<file path="src/hw/twmr_pkg.sv">
// two-wire master receiver: shared constants, register map and types
// assumes a 50 MHz ref_clk and an avalon-mm master on the register side
package twmr_pkg;

  // ----------------------------------------------------------------
  // timing
  // ----------------------------------------------------------------
  localparam int CLK_PERIOD_NS   = 20;
  localparam int QUARTER_TIME_NS = 2500;
  localparam int QUARTER_CYCLES  = (QUARTER_TIME_NS + CLK_PERIOD_NS - 1) / CLK_PERIOD_NS;

  // ----------------------------------------------------------------
  // register map (byte addresses) and field layout
  // ----------------------------------------------------------------
  localparam int         ADDR_W          = 4;
  localparam int         BYTE_W          = 8;
  localparam int         BUS_W           = 32;
  localparam int         PRE_LSB         = 0;
  localparam int         PRE_W           = 2;
  localparam logic [3:0] OFS_CONTROL     = 4'h0;
  localparam logic [3:0] OFS_STATE_CODE  = 4'h4;
  localparam logic [3:0] OFS_BYTE_BUFFER = 4'h8;
  localparam logic [3:0] OFS_BIT_RATE    = 4'hC;
  localparam logic [7:0] CTRL_RESET      = 8'h00;
  localparam logic [7:0] BUFFER_RESET    = 8'hFF;
  localparam logic [7:0] RATE_RESET      = 8'(QUARTER_CYCLES - 1);
  localparam logic [1:0] PRE_RESET       = 2'h0;

  // ----------------------------------------------------------------
  // status codes
  // ----------------------------------------------------------------
  localparam logic [7:0] ST_START    = 8'h08;
  localparam logic [7:0] ST_RESTART  = 8'h10;
  localparam logic [7:0] ST_W_ACK    = 8'h18;
  localparam logic [7:0] ST_W_NACK   = 8'h20;
  localparam logic [7:0] ST_TX_ACK   = 8'h28;
  localparam logic [7:0] ST_TX_NACK  = 8'h30;
  localparam logic [7:0] ST_ARB_LOST = 8'h38;
  localparam logic [7:0] ST_R_ACK    = 8'h40;
  localparam logic [7:0] ST_R_NACK   = 8'h48;
  localparam logic [7:0] ST_RX_ACK   = 8'h50;
  localparam logic [7:0] ST_RX_NACK  = 8'h58;
  localparam logic [7:0] ST_IDLE     = 8'hF8;

  localparam logic [3:0] ACK_BIT     = 4'h8;

  // ----------------------------------------------------------------
  // types
  // ----------------------------------------------------------------
  typedef struct packed {
    logic step_done_flag;
    logic ack_enable;
    logic start_request;
    logic stop_request;
    logic write_collision_flag;
    logic interface_enable;
    logic reserved;
    logic irq_enable;
  } twmr_ctrl_t;

  typedef struct packed {
    logic scl;
    logic sda;
    logic busy;
  } twmr_line_t;

  typedef enum logic [3:0] {
    ENG_IDLE, ENG_WAIT_FREE, ENG_START_A, ENG_START_B, ENG_HOLD,
    ENG_BIT_LOW, ENG_BIT_RISE, ENG_BIT_HIGH, ENG_RS_A, ENG_RS_B,
    ENG_STOP_A, ENG_STOP_B, ENG_STOP_C
  } twmr_eng_t;

  typedef enum logic [1:0] {
    JOB_ADDR, JOB_TX, JOB_RX
  } twmr_job_t;

endpackage : twmr_pkg
</file>
<file path="src/hw/twmr_line_sync.sv">
// two-wire line sampler: synchronises scl and sda and tracks bus occupancy
// assumes both pins are asynchronous to ref_clk and idle high
`timescale 1ns/100ps
module twmr_line_sync
  import twmr_pkg::*;
(
  // clock and reset
  input  wire logic        ref_clk,
  input  wire logic        reset,
  // pins
  input  wire logic        scl_in,
  input  wire logic        sda_in,
  // synchronised view
  output twmr_line_t       line
);

  typedef struct packed {
    logic [1:0] meta;
    logic [1:0] sync;
    logic [1:0] prev;
    logic       busy;
  } twmr_sync_st_t;

  twmr_sync_st_t s_reg;
  twmr_sync_st_t s_next;

  // ----------------------------------------------------------------
  // start and stop detection comparing the second stage with the third
  // ----------------------------------------------------------------
  always_comb
  begin
    s_next      = s_reg;
    s_next.meta = {scl_in, sda_in};
    s_next.sync = s_reg.meta;
    s_next.prev = s_reg.sync;
    if (s_reg.sync[1] && s_reg.prev[1] && s_reg.prev[0] && !s_reg.sync[0])
      s_next.busy = 1'b1;
    else if (s_reg.sync[1] && s_reg.prev[1] && !s_reg.prev[0] && s_reg.sync[0])
      s_next.busy = 1'b0;
  end

  always_ff @(posedge ref_clk or posedge reset)
  begin
    if (reset)
      s_reg <= '{meta: 2'h3, sync: 2'h3, prev: 2'h3, busy: 1'b0};
    else
      s_reg <= s_next;
  end

  assign line = '{scl: s_reg.sync[1], sda: s_reg.sync[0], busy: s_reg.busy};

endmodule : twmr_line_sync

</file>
<file path="src/hw/twmr_master_receiver.sv">
// two-wire master receiver with avalon-mm register access
// assumes an avalon-mm master on ref_clk and open-drain pins with pull-ups
//
// Function
// - master mode is entered only after a START has been issued
// - direction bit of the address after START selects receive or transmit
// - start request with flag clear and enable set waits for a free bus
// - writing one to the flag clears it, zero leaves it alone
// - after a transmitted START the flag sets with code 0x08
// - after the read address the flag sets with 0x38, 0x40 or 0x48
// - each received byte sits in the byte buffer when the flag sets
// - stop request with the flag cleared generates STOP
// - start request with the flag cleared generates a repeated START
// - repeated START reports 0x10; next address picks the mode
// - on 0x38 the bus is released, or START waits for a free bus
// - on 0x40 next byte is received, acked per acknowledge enable
// - on 0x48 requests give repeated START, STOP or STOP then START
// - on 0x50 another byte is received, acked per acknowledge enable
// - on 0x58 requests give repeated START, STOP or STOP then START
// - hardware clears the stop request once STOP has gone out
//
// Our own choices: the Avalon-MM register port and the address map.
`timescale 1ns/100ps
module twmr_master_receiver
  import twmr_pkg::*;
#(
  parameter int unsigned DIV_W = 14
)
(
  // clock and reset
  input  wire logic              ref_clk,
  input  wire logic              reset,
  // avalon-mm slave
  input  wire logic [ADDR_W-1:0] avs_address,
  input  wire logic              avs_read,
  input  wire logic              avs_write,
  input  wire logic [BUS_W-1:0]  avs_writedata,
  output logic      [BUS_W-1:0]  avs_readdata,
  output logic                   avs_waitrequest,
  // two-wire pins, open drain
  input  wire logic              scl_in,
  output logic                   scl_out,
  output logic                   scl_oe,
  input  wire logic              sda_in,
  output logic                   sda_out,
  output logic                   sda_oe
);

  // ----------------------------------------------------------------
  // parameter check
  // ----------------------------------------------------------------
  generate
    if (DIV_W < BYTE_W + 2 * PRE_W + 2)
      $error("DIV_W too small for the largest quarter-bit count");
  endgenerate

  typedef struct packed {
    twmr_ctrl_t        ctrl;
    logic [7:0]        code;
    logic [PRE_W-1:0]  pre;
    logic [7:0]        buffer;
    logic [7:0]        rate;
    twmr_eng_t         eng;
    twmr_job_t         job;
    logic [7:0]        shift;
    logic [3:0]        bitn;
    logic              ack_drive;
    logic              rs;
    logic              master;
    logic              dir_read;
    logic [DIV_W-1:0]  cnt;
    logic              scl_oe;
    logic              sda_oe;
    logic              wait_r;
    logic [BUS_W-1:0]  rdata;
  } twmr_st_t;

  twmr_st_t    s_reg;
  twmr_st_t    s_next;
  twmr_line_t  line;
  twmr_ctrl_t  wr_ctrl;
  logic        tick;
  logic        hw_set;
  logic        wr_ok;
  logic        arb_bit;
  logic        ack_seen;
  logic [DIV_W-1:0] quarter;

  // ----------------------------------------------------------------
  // decoding helpers
  // ----------------------------------------------------------------
  function automatic logic reg_hit(input logic [ADDR_W-1:0] a, input logic [ADDR_W-1:0] ofs);
    reg_hit = (a == ofs);
  endfunction : reg_hit

  function automatic logic [BUS_W-1:0] read_word(input twmr_st_t st, input logic [ADDR_W-1:0] a);
    read_word = '0;
    if (reg_hit(a, OFS_CONTROL))
      read_word = BUS_W'(st.ctrl);
    else if (reg_hit(a, OFS_STATE_CODE))
      read_word = BUS_W'(st.code | BYTE_W'(st.pre));
    else if (reg_hit(a, OFS_BYTE_BUFFER))
      read_word = BUS_W'(st.buffer);
    else if (reg_hit(a, OFS_BIT_RATE))
      read_word = BUS_W'(st.rate);
  endfunction : read_word

  // ----------------------------------------------------------------
  // pin sampling
  // ----------------------------------------------------------------
  twmr_line_sync u_line_sync (
    .ref_clk (ref_clk),
    .reset   (reset),
    .scl_in  (scl_in),
    .sda_in  (sda_in),
    .line    (line)
  );

  // ----------------------------------------------------------------
  // next state
  // ----------------------------------------------------------------
  always_comb
  begin
    s_next   = s_reg;
    hw_set   = 1'b0;
    tick     = (s_reg.cnt == '0);
    quarter  = DIV_W'(s_reg.rate) << {s_reg.pre, 1'b0};
    wr_ok    = avs_write && !s_reg.wait_r;
    wr_ctrl  = twmr_ctrl_t'(avs_writedata[BYTE_W-1:0]);
    arb_bit  = (s_reg.bitn == ACK_BIT) ? (s_reg.job == JOB_RX) : (s_reg.job != JOB_RX);
    ack_seen = !line.sda;

    // bus slave: one wait cycle, then the request is taken
    s_next.wait_r = 1'b1;
    if ((avs_read || avs_write) && s_reg.wait_r)
    begin
      s_next.wait_r = 1'b0;
      // read data only moves on a read, so it stands until the next read answer
      if (avs_read)
        s_next.rdata = read_word(s_reg, avs_address);
    end

    if (wr_ok && reg_hit(avs_address, OFS_CONTROL))
    begin
      if (wr_ctrl.step_done_flag)
        s_next.ctrl.step_done_flag = 1'b0;
      s_next.ctrl.ack_enable       = wr_ctrl.ack_enable;
      s_next.ctrl.start_request    = wr_ctrl.start_request;
      s_next.ctrl.stop_request     = wr_ctrl.stop_request;
      s_next.ctrl.interface_enable = wr_ctrl.interface_enable;
      s_next.ctrl.irq_enable       = wr_ctrl.irq_enable;
    end
    if (wr_ok && reg_hit(avs_address, OFS_BYTE_BUFFER))
    begin
      // the buffer may only change while the bus is stalled on the flag
      if (s_reg.ctrl.step_done_flag)
      begin
        s_next.buffer                    = avs_writedata[BYTE_W-1:0];
        s_next.ctrl.write_collision_flag = 1'b0;
      end
      else
        s_next.ctrl.write_collision_flag = 1'b1;
    end
    if (wr_ok && reg_hit(avs_address, OFS_STATE_CODE))
      s_next.pre = avs_writedata[PRE_LSB +: PRE_W];
    if (wr_ok && reg_hit(avs_address, OFS_BIT_RATE))
      s_next.rate = avs_writedata[BYTE_W-1:0];

    // bit engine
    unique case (s_reg.eng)
      ENG_IDLE:
      begin
        s_next.scl_oe = 1'b0;
        s_next.sda_oe = 1'b0;
        if (s_reg.ctrl.interface_enable && s_reg.ctrl.start_request && !s_reg.ctrl.step_done_flag)
        begin
          s_next.eng = ENG_WAIT_FREE;
          s_next.rs  = 1'b0;
        end
      end
      ENG_WAIT_FREE:
        if (!line.busy)
          s_next.eng = ENG_START_A;
      ENG_START_A:
      begin
        s_next.sda_oe = 1'b1;
        if (tick)
          s_next.eng = ENG_START_B;
      end
      ENG_START_B:
      begin
        s_next.scl_oe = 1'b1;
        if (tick)
        begin
          s_next.master = 1'b1;
          s_next.code   = s_reg.rs ? ST_RESTART : ST_START;
          hw_set        = 1'b1;
          s_next.eng    = ENG_HOLD;
        end
      end
      ENG_HOLD:
      begin
        s_next.scl_oe = 1'b1;
        s_next.sda_oe = 1'b0;
        if (!s_reg.ctrl.step_done_flag)
        begin
          if ((s_reg.code == ST_START) || (s_reg.code == ST_RESTART))
          begin
            s_next.job      = JOB_ADDR;
            s_next.shift    = s_reg.buffer;
            s_next.dir_read = s_reg.buffer[0];
            s_next.bitn     = '0;
            s_next.eng      = ENG_BIT_LOW;
          end
          else if (s_reg.ctrl.stop_request)
            s_next.eng = ENG_STOP_A;
          else if (s_reg.ctrl.start_request)
            s_next.eng = ENG_RS_A;
          else if (s_reg.dir_read && ((s_reg.code == ST_R_ACK) || (s_reg.code == ST_RX_ACK)))
          begin
            s_next.job       = JOB_RX;
            s_next.ack_drive = s_reg.ctrl.ack_enable;
            s_next.bitn      = '0;
            s_next.eng       = ENG_BIT_LOW;
          end
          else if (!s_reg.dir_read)
          begin
            s_next.job   = JOB_TX;
            s_next.shift = s_reg.buffer;
            s_next.bitn  = '0;
            s_next.eng   = ENG_BIT_LOW;
          end
        end
      end
      ENG_BIT_LOW:
      begin
        s_next.scl_oe = 1'b1;
        if (s_reg.bitn == ACK_BIT)
          s_next.sda_oe = (s_reg.job == JOB_RX) && s_reg.ack_drive;
        else
          s_next.sda_oe = (s_reg.job != JOB_RX) && !s_reg.shift[BYTE_W-1];
        if (tick)
          s_next.eng = ENG_BIT_RISE;
      end
      ENG_BIT_RISE:
      begin
        // the slave may stretch the clock: wait until the line is seen high
        s_next.scl_oe = 1'b0;
        if (line.scl)
          s_next.eng = ENG_BIT_HIGH;
      end
      ENG_BIT_HIGH:
        if (tick)
        begin
          if (!s_reg.sda_oe && !line.sda && arb_bit)
          begin
            s_next.eng    = ENG_IDLE;
            s_next.sda_oe = 1'b0;
            s_next.master = 1'b0;
            s_next.code   = ST_ARB_LOST;
            hw_set        = 1'b1;
          end
          else if (s_reg.bitn == ACK_BIT)
          begin
            s_next.scl_oe = 1'b1;
            s_next.eng    = ENG_HOLD;
            hw_set        = 1'b1;
            unique case (s_reg.job)
              JOB_ADDR:
                if (s_reg.dir_read)
                  s_next.code = ack_seen ? ST_R_ACK : ST_R_NACK;
                else
                  s_next.code = ack_seen ? ST_W_ACK : ST_W_NACK;
              JOB_TX:
                s_next.code = ack_seen ? ST_TX_ACK : ST_TX_NACK;
              JOB_RX:
              begin
                s_next.buffer = s_reg.shift;
                s_next.code   = s_reg.ack_drive ? ST_RX_ACK : ST_RX_NACK;
              end
              default:
                s_next.code = ST_IDLE;
            endcase
          end
          else
          begin
            s_next.shift  = {s_reg.shift[BYTE_W-2:0], line.sda};
            s_next.bitn   = s_reg.bitn + 4'h1;
            s_next.scl_oe = 1'b1;
            s_next.eng    = ENG_BIT_LOW;
          end
        end
      ENG_RS_A:
      begin
        s_next.scl_oe = 1'b1;
        s_next.sda_oe = 1'b0;
        if (tick)
          s_next.eng = ENG_RS_B;
      end
      ENG_RS_B:
      begin
        s_next.scl_oe = 1'b0;
        if (line.scl && tick)
        begin
          s_next.rs  = 1'b1;
          s_next.eng = ENG_START_A;
        end
      end
      ENG_STOP_A:
      begin
        s_next.scl_oe = 1'b1;
        s_next.sda_oe = 1'b1;
        if (tick)
          s_next.eng = ENG_STOP_B;
      end
      ENG_STOP_B:
      begin
        s_next.scl_oe = 1'b0;
        if (line.scl && tick)
          s_next.eng = ENG_STOP_C;
      end
      ENG_STOP_C:
      begin
        s_next.sda_oe = 1'b0;
        if (tick)
        begin
          s_next.master            = 1'b0;
          s_next.ctrl.stop_request = 1'b0;
          s_next.code              = ST_IDLE;
          s_next.rs                = 1'b0;
          s_next.eng = s_reg.ctrl.start_request ? ENG_WAIT_FREE : ENG_IDLE;
        end
      end
      default:
        s_next.eng = ENG_IDLE;
    endcase

    // quarter-bit enable: restarts on every phase change
    if (tick || (s_next.eng != s_reg.eng))
      s_next.cnt = quarter;
    else
      s_next.cnt = s_reg.cnt - DIV_W'(1);

    // hardware set wins over a clear in the same cycle
    if (hw_set)
      s_next.ctrl.step_done_flag = 1'b1;

    if (!s_reg.ctrl.interface_enable)
    begin
      s_next.eng    = ENG_IDLE;
      s_next.scl_oe = 1'b0;
      s_next.sda_oe = 1'b0;
      s_next.master = 1'b0;
      s_next.code   = ST_IDLE;
    end
  end

  // ----------------------------------------------------------------
  // state register
  // ----------------------------------------------------------------
  always_ff @(posedge ref_clk or posedge reset)
  begin
    if (reset)
    begin
      s_reg           <= '0;
      s_reg.ctrl      <= twmr_ctrl_t'(CTRL_RESET);
      s_reg.code      <= ST_IDLE;
      s_reg.pre       <= PRE_RESET;
      s_reg.buffer    <= BUFFER_RESET;
      s_reg.rate      <= RATE_RESET;
      s_reg.eng       <= ENG_IDLE;
      s_reg.job       <= JOB_ADDR;
      s_reg.wait_r    <= 1'b1;
    end
    else
      s_reg <= s_next;
  end

  // ----------------------------------------------------------------
  // outputs
  // ----------------------------------------------------------------
  assign avs_readdata    = s_reg.rdata;
  assign avs_waitrequest = s_reg.wait_r;
  assign scl_oe          = s_reg.scl_oe;
  assign sda_oe          = s_reg.sda_oe;
  assign scl_out         = s_reg.rs & 1'b0;
  assign sda_out         = s_reg.rs & 1'b0;

endmodule : twmr_master_receiver

</file>
<file path="config.mk">
export PLATFORM = sky130hd
export DESIGN_NAME = twmr_master_receiver
export DESIGN_NICKNAME = d
export VERILOG_FILES = /design/src/hw/twmr_pkg.sv /design/src/hw/twmr_line_sync.sv /design/src/hw/twmr_master_receiver.sv
export SDC_FILE = /design/constraint.sdc
export NUM_CORES = 1
export LEC_CHECK = 0
export ABC_AREA = 1
export BUFFER_PORTS_ARGS = -buffer_cell sky130_fd_sc_hd__buf_2
export CORE_ASPECT_RATIO = 1.2
export CORE_UTILIZATION = 35
export CTS_CLUSTER_DIAMETER = 200
export DETAILED_ROUTE_END_ITERATION = 10
export HOLD_SLACK_MARGIN = 0.05
export PLACE_DENSITY = 0.62
export SLEW_MARGIN = 20
export SYNTH_ARGS = -nofsm -noshare
export SYNTH_HDL_FRONTEND = slang
export SYNTH_HIERARCHICAL = 1
export SYNTH_SLANG_ARGS = --single-unit
</file>
<file path="constraint.sdc">
create_clock -name ref_clk -period 5.8 [get_ports ref_clk]
set_input_delay 0.29 -clock ref_clk [delete_from_list [all_inputs] [get_ports ref_clk]]
set_output_delay 0.29 -clock ref_clk [all_outputs]
set_load 0.01 [all_outputs]
</file>
==> results.json, run 1 <==
{
  "antenna_found_initial": 0,
  "r2r-end": "s_reg[47]",
  "power.internal_mw": 1.24,
  "tightest_slew_ns": 1.07,
  "grt-ovfl-total": 0,
  "async_reset_ff_frac": 1.00,
  "reg2reg_depth": 14,
  "synthCells": 698,
  "drv_cap": 0,
  "cts_htree_levels": 3,
  "synth_xor_area_frac": 0.0216,
  "insertedDiodeCount": 0,
  "drive_gt1_frac": 0.163,
  "synth_top_area_frac": 0.275,
  "criticalPathCategory": "reg -> reg",
  "critPathMaxFanout": 14,
  "setup_viol": 0,
  "p_switching_mw": 0.653,
  "routed_wl_um": 12800,
  "min_path_cells": 4,
  "io_buffers": 28,
  "clock-root-buffer": "clkbuf_16",
  "worst_clock_skew_ns": 0.0107,
  "power_frac_comb": 0.259,
  "grt_pass1_wl_um": 21000,
  "synth_top_flop_cell": "dfrtp_1",
  "seqCellArea_um2": 2110,
  "crit_path_cell_trace": "inv_1 -> ha_1 -> nand2_1 -> nor2_2 -> nand2_4 -> nand2_1 -> inv_1 -> nor2_1 -> nand3_1 -> nor2_2 -> nand3_1 -> nand2_1 -> nand3_1 -> nand2_1",
  "die_x_um": 114,
  "swShare": 0.345,
  "vias_per_cell": 4.89,
  "yosysTopAreaCell": "dfrtp_1",
  "grt_start_max_net_pins": 77,
  "synth.area.top_cells": "dfrtp_1 (28%), dfstp_2 (12%), nand2_1 (9.6%), inv_1 (5.9%), buf_4 (5.5%)",
  "cp-end-kind": "flop",
  "slew_headroom": 0.287,
  "dp_hpwl_um": 9520,
  "fin_area_um2": 5780,
  "synth-simple-area-share": 0.268,
  "fin_crit_ns": 2.36,
  "clkPwrFrac": 0.309,
  "syn-cell-area_um2": 5280,
  "ant_nets": 0,
  "tns_ns": 0,
  "ir_worst_vdd_mv": 0.173,
  "drc": 0,
  "rsz0062_at_grt": "no",
  "grt_usage": 0.174,
  "crit_path_top_delay_cell": "dfrtp_1",
  "multiInputGateArea_um2": 2540,
  "ys_ff_latch": 83,
  "worstSkewPairLatency_ns": 0.34,
  "cts-buffers-inserted": 9,
  "yosysWarnings": 6,
  "cp_slowest_stage_delay_ns": 0.38,
  "start_util": 0.363,
  "p_leak_nw": 2.82,
  "cts_tree": "yes",
  "die_h_um": 137,
  "fillers": 1534,
  "min_from": "avs_read",
  "firstDrtPassIters": 5,
  "pin_count": 79,
  "synth.distinct_cells": 49,
  "rrSetupSlack_ns": 3.44,
  "place_congestion": 0.860,
  "avgSynthCellArea_um2": 7.56,
  "cts_sinks": 83,
  "area_growth_pct": 9.51,
  "grt_pass1_vias": 4197,
  "synth_compound_area_frac": 0.155,
  "crit_family": "simple AND/OR/NAND/NOR gates",
  "power_density_nw_per_um2": 327,
  "synth-edff-count": 0,
  "crit_buf_inv": 2,
  "hold_end": "avs_waitrequest",
  "die_area_um2": 15600,
  "worstPathArrival_ns": 2.64,
  "synth_top_family_by_area": "simple AND/OR/NAND/NOR gates",
  "synth.area.mux_share": 0.00379,
  "post_cts_buffers": 0,
  "placed_area_um2": 5420,
  "cts_buffer_depth": 2,
  "clock.fmax_mhz": 423,
  "finalCritPeriodShare": 0.407,
  "wl_per_cell_um": 13.9,
  "path_clk_slew_ns": 0.07,
  "row_count": 48,
  "num-nets-final": 766,
  "dr.first_iter.drc_count": 241,
  "yosys.area_share.adder": 0.0142,
  "seq_power_share": 0.433,
  "outcome": "completed",
  "hold_path.class": "in -> reg",
  "vias": 4511,
  "required_ns": 6.07,
  "hold_viol": 0,
  "path_common_cell": "nand2_1",
  "slew_viol_final": 0,
  "largest_reg_flops": 65,
  "ys_seq_area_frac": 0.399,
  "core_um2": 14500,
  "worstReg2RegStart": "s_reg[35]",
  "startpoint_type": "flop"
}
==> worst register-to-register path: stages (launching register included) <==
cell     delay [ns]
dfrtp_1        0.38
inv_1          0.12
ha_1           0.22
nand2_1        0.10
nor2_2         0.18
nand2_4        0.13
nand2_1        0.13
inv_1          0.05
nor2_1         0.09
nand3_1        0.08
nor2_2         0.14
nand3_1        0.09
nand2_1        0.35
nand3_1        0.14
nand2_1        0.10
==> how the worst max path moves through the flow <==
stage | startpoint | end | cells past startpoint
5_1_grt | s_reg[35] | s_reg[43] | 14
3_5_place_dp | s_reg[35] | s_reg[47] | 14
6_report | s_reg[35] | s_reg[47] | 14
3_3_place_gp | s_reg[35] | s_reg[39] | 14
2_1_floorplan | reset | avs_readdata[0] | 1
4_1_cts | s_reg[35] | s_reg[47] | 14
==> logic make-up (layout without fill, tap and decap cells) <==
group | after synthesis | after routing
adders and majority gates | 6 | 6
xor gates and xnor gates | 13 | 13
other | 1 | 26
muxes | 2 | 2
and+or+nand+nor | 304 | 304
AOI/OAI and AO/OA | 140 | 140
DFF | 83 | 83
buffers and inverters | 149 | 149
==> repair_timing <==
item / 4_1_cts / 5_1_grt
hold buffers: 3 / 0
gates resized for setup: 0 / 0
endpoints found under the hold margin: 3 / 0
==> cells in the mapped netlist (5+ instances only) <==
library cell  number
nand2_1          135
buf_4             39
clkbuf_1           6
a211oi_1           8
nor2_2            10
o21ai_1           10
nand3_1           54
ha_1               6
o21ai_0           55
o22ai_1           18
a21oi_1           25
nand4_1            5
inv_2             15
nor3_1            10
dfrtp_1           58
inv_1             83
xor2_1             9
dfstp_2           25
nor2_1            71
==> layout by cell type, fill, tap and decap left out, types with 5 or more instances in the layout <==
master     instances
nand2_1          135
inv_1             82
nor2_1            71
dfrtp_1           58
o21ai_0           55
nand3_1           54
buf_2             28
conb_1            26
a21oi_1           25
dfstp_2           25
o22ai_1           18
inv_2             15
nor2_2            10
nor3_1            10
o21ai_1           10
xor2_1             9
clkbuf_16          9
a211oi_1           8
ha_1               6
nand4_1            5
==> power by group through the flow <==
stage	Combinational (mW)	Sequential, mW	Clock [mW]
floorplan	0.416	0.793	0
global placement	0.479	0.825	0
detailed placement	0.486	0.829	0
CTS	0.492	0.818	0.594
global route	0.561	0.834	0.623
finish	0.490	0.818	0.584
==> final cells by class <==
class	instances	area share
inverters	100	0.0652
repair buffers	33	0.0355
well taps	200	0.0433
multi-input cells	491	0.439
clock buffers	9	0.0390
clock inverters	7	0.0128
flip-flops and latches	83	0.365
==> routing by layer <==
| layer | vias up | global-route usage | share of wire |
|---|---|---|---|
| met5 | - | 0 | 0 |
| li1 | 2280 | - | - |
| met4 | 0 | 0.0563 | 0.014 |
| met3 | 11 | 0.0213 | 0.030 |
| met1 | 2120 | 0.226 | 0.46 |
| met2 | 100 | 0.301 | 0.50 |
==> through the flow <==
| stage | std cells | hold slack [ns] | total power [mW] | utilization | setup WS (ns) |
|---|---|---|---|---|---|
| final | 923 | 0.185 | 1.89 | 0.398 | 3.44 |
| after floorplan | 723 | 0.0890 | 1.21 | - | 3.60 |
| after detailed placement | 903 | 0.249 | 1.31 | 0.373 | 3.46 |
| after global routing | 923 | 0.216 | 2.02 | 0.398 | 3.22 |
| after global placement | 903 | 0.247 | 1.30 | 0.373 | 3.49 |
| after CTS | 922 | 0.172 | 1.90 | 0.396 | 3.41 |
Power figures use the tool's default switching activity.
==> run 2: changes to the inputs <==
PLACE_DENSITY = 0.64   (was 0.62)
clock period = 2 ns   (was 5.8 ns; I/O delays follow)
==> run 2 against run 1 <==
  * Via count increased by 6.8%
  * Utilization is 5.5 points higher
  * Sequential share of layout area shrank 4.4 points
  * Critical endpoint is now s_reg[37]
  * Largest cell class unchanged
==> results.json, run 2 (same netlist as run 1, synthesis figures left out) <==
{
  "place_congestion": 0.900,
  "row_count": 48,
  "grt_usage": 0.188,
  "wl_per_cell_um": 13.9,
  "setup_viol": 0,
  "hold_viol": 0,
  "power_density_nw_per_um2": 888,
  "utilization": 0.452,
  "slew_headroom": 0.638,
  "vias": 4817,
  "critPathMaxFanout": 14,
  "grt_pass1_wl_um": 22600,
  "die_area_um2": 15600,
  "cts_buffer_depth": 2,
  "fin_area_um2": 6580,
  "cts_sinks": 83,
  "hold-worst-slack_ns": 0.0565,
  "area_growth_pct": 24.6,
  "firstDrtPassIters": 6,
  "criticalPathCategory": "reg -> reg",
  "seqCellArea_um2": 2110,
  "grt-ovfl-total": 0,
  "crit_path_top_delay_cell": "dfrtp_1",
  "ir_worst_vdd_mv": 0.533,
  "layout_common_cells": "nand2_1 (122), inv_1 (79), nor2_1 (62)",
  "drv_cap": 0,
  "fillers": 1475,
  "core_um2": 14500,
  "finalPower_mw": 5.84,
  "tns_ns": 0,
  "num-nets-final": 837,
  "worst_clock_skew_ns": 0.00894,
  "fin_crit_ns": 1.98,
  "die_x_um": 114,
  "start_util": 0.363,
  "largest_reg_flops": 65,
  "vias_per_cell": 4.85,
  "p_leak_nw": 3.21,
  "cp_slowest_stage_delay_ns": 0.40,
  "multiInputGateArea_um2": 2760,
  "worstSkewPairLatency_ns": 0.34,
  "tightest_slew_ns": 0.542,
  "path_common_cell": "nand2_1",
  "cts_tree": "yes",
  "dp_hpwl_um": 10200,
  "grt_pass1_vias": 4676,
  "drc": 0,
  "hold_path.class": "in -> reg",
  "clock.fmax_mhz": 506,
  "io_buffers": 28,
  "ant_nets": 0,
  "insertedDiodeCount": 0,
  "die_h_um": 137,
  "crit_path_cell_trace": "nor2_1 -> nand2_2 -> nor2_2 -> nand3_2 -> nand2_1 -> nand2_1 -> nor2_4 -> nand2_1 -> nand2_1 -> nand2_1 -> nor2_4 -> buf_12 -> nand3_1 -> nand2_1",
  "placed_area_um2": 5900,
  "cp-end-kind": "flop",
  "drive_gt1_frac": 0.281,
  "cts-buffers-inserted": 9,
  "grt_start_max_net_pins": 58,
  "final_common_cell": "nand2_1",
  "worstPathArrival_ns": 2.26,
  "outcome": "completed",
  "dr.first_iter.drc_count": 331,
  "rrSetupSlack_ns": 0.02,
  "pin_count": 79,
  "antenna_found_initial": 0,
  "cts_htree_levels": 3,
  "path_clk_slew_ns": 0.06,
  "startpoint_type": "flop",
  "required_ns": 2.28,
  "slew_viol_final": 0,
  "finalCritPeriodShare": 0.989,
  "routed_wl_um": 13800,
  "rsz0062_at_grt": "yes",
  "clock-root-buffer": "clkbuf_16"
}
==> run 2: report_power, final <==
part	internal, mW	switching, mW	total (mW)
combinational	0.822	1.10	1.93
sequential	2.08	0.260	2.35
clock	0.880	0.692	1.57
total	3.79	2.06	5.84
==> run 2: cell type report <==
cell class                      instances  share of cell area
Clock inverter                          5             0.00571
Timing Repair Buffer                  103               0.121
Tap cell                              200              0.0381
Sequential cell                        83               0.321
Inverter                              100              0.0576
Multi-Input combinational cell        492               0.419
Clock buffer                           11              0.0369
==> run 2: worst paths after layout <==
kind,endpoint,startpoint,cells past startpoint
max in group asynchronous,avs_waitrequest,reset,4
worst min register to register,u_line_sync/line[2],u_line_sync/s_next[4],0
min in group asynchronous,u_line_sync/line[0],reset,3
worst min-delay path,s_reg[75],avs_writedata[4],3
worst max register to register,s_reg[37],s_reg[45],14
worst max-delay path,s_reg[37],s_reg[45],14
==> run 2: metal layers <==
metal / global-route usage / up-vias / wire (um)
li1: - / 2418 / -
met1: 0.224 / 2275 / 5900
met2: 0.334 / 101 / 7170
met3: 0.0292 / 23 / 416
met4: 0.0801 / 0 / 360
met5: 0 / - / 0
==> run 2: critical path, delay by kind of cell (launching register included) <==
family	cells	cell delay (ns)
simple gates	13	1.36
flops	1	0.40
buf+inv	1	0.14
==> run 2: per-stage QoR <==
step,setup slack [ns],instances
final,0.0229,994
after global routing,-0.117,994
after CTS,0.00375,986
after detailed placement,-0.144,958
after global placement,-0.148,958
after floorplan,0.115,723
==> run 2: what timing repair did <==
action,in CTS,in global routing
setup buffers,3,8
gates cloned,1,0
setup endpoints to repair,15,40
pin swaps,4,20
hold endpoints to repair,32,0
gates resized for setup,19,40
hold buffers,8,0
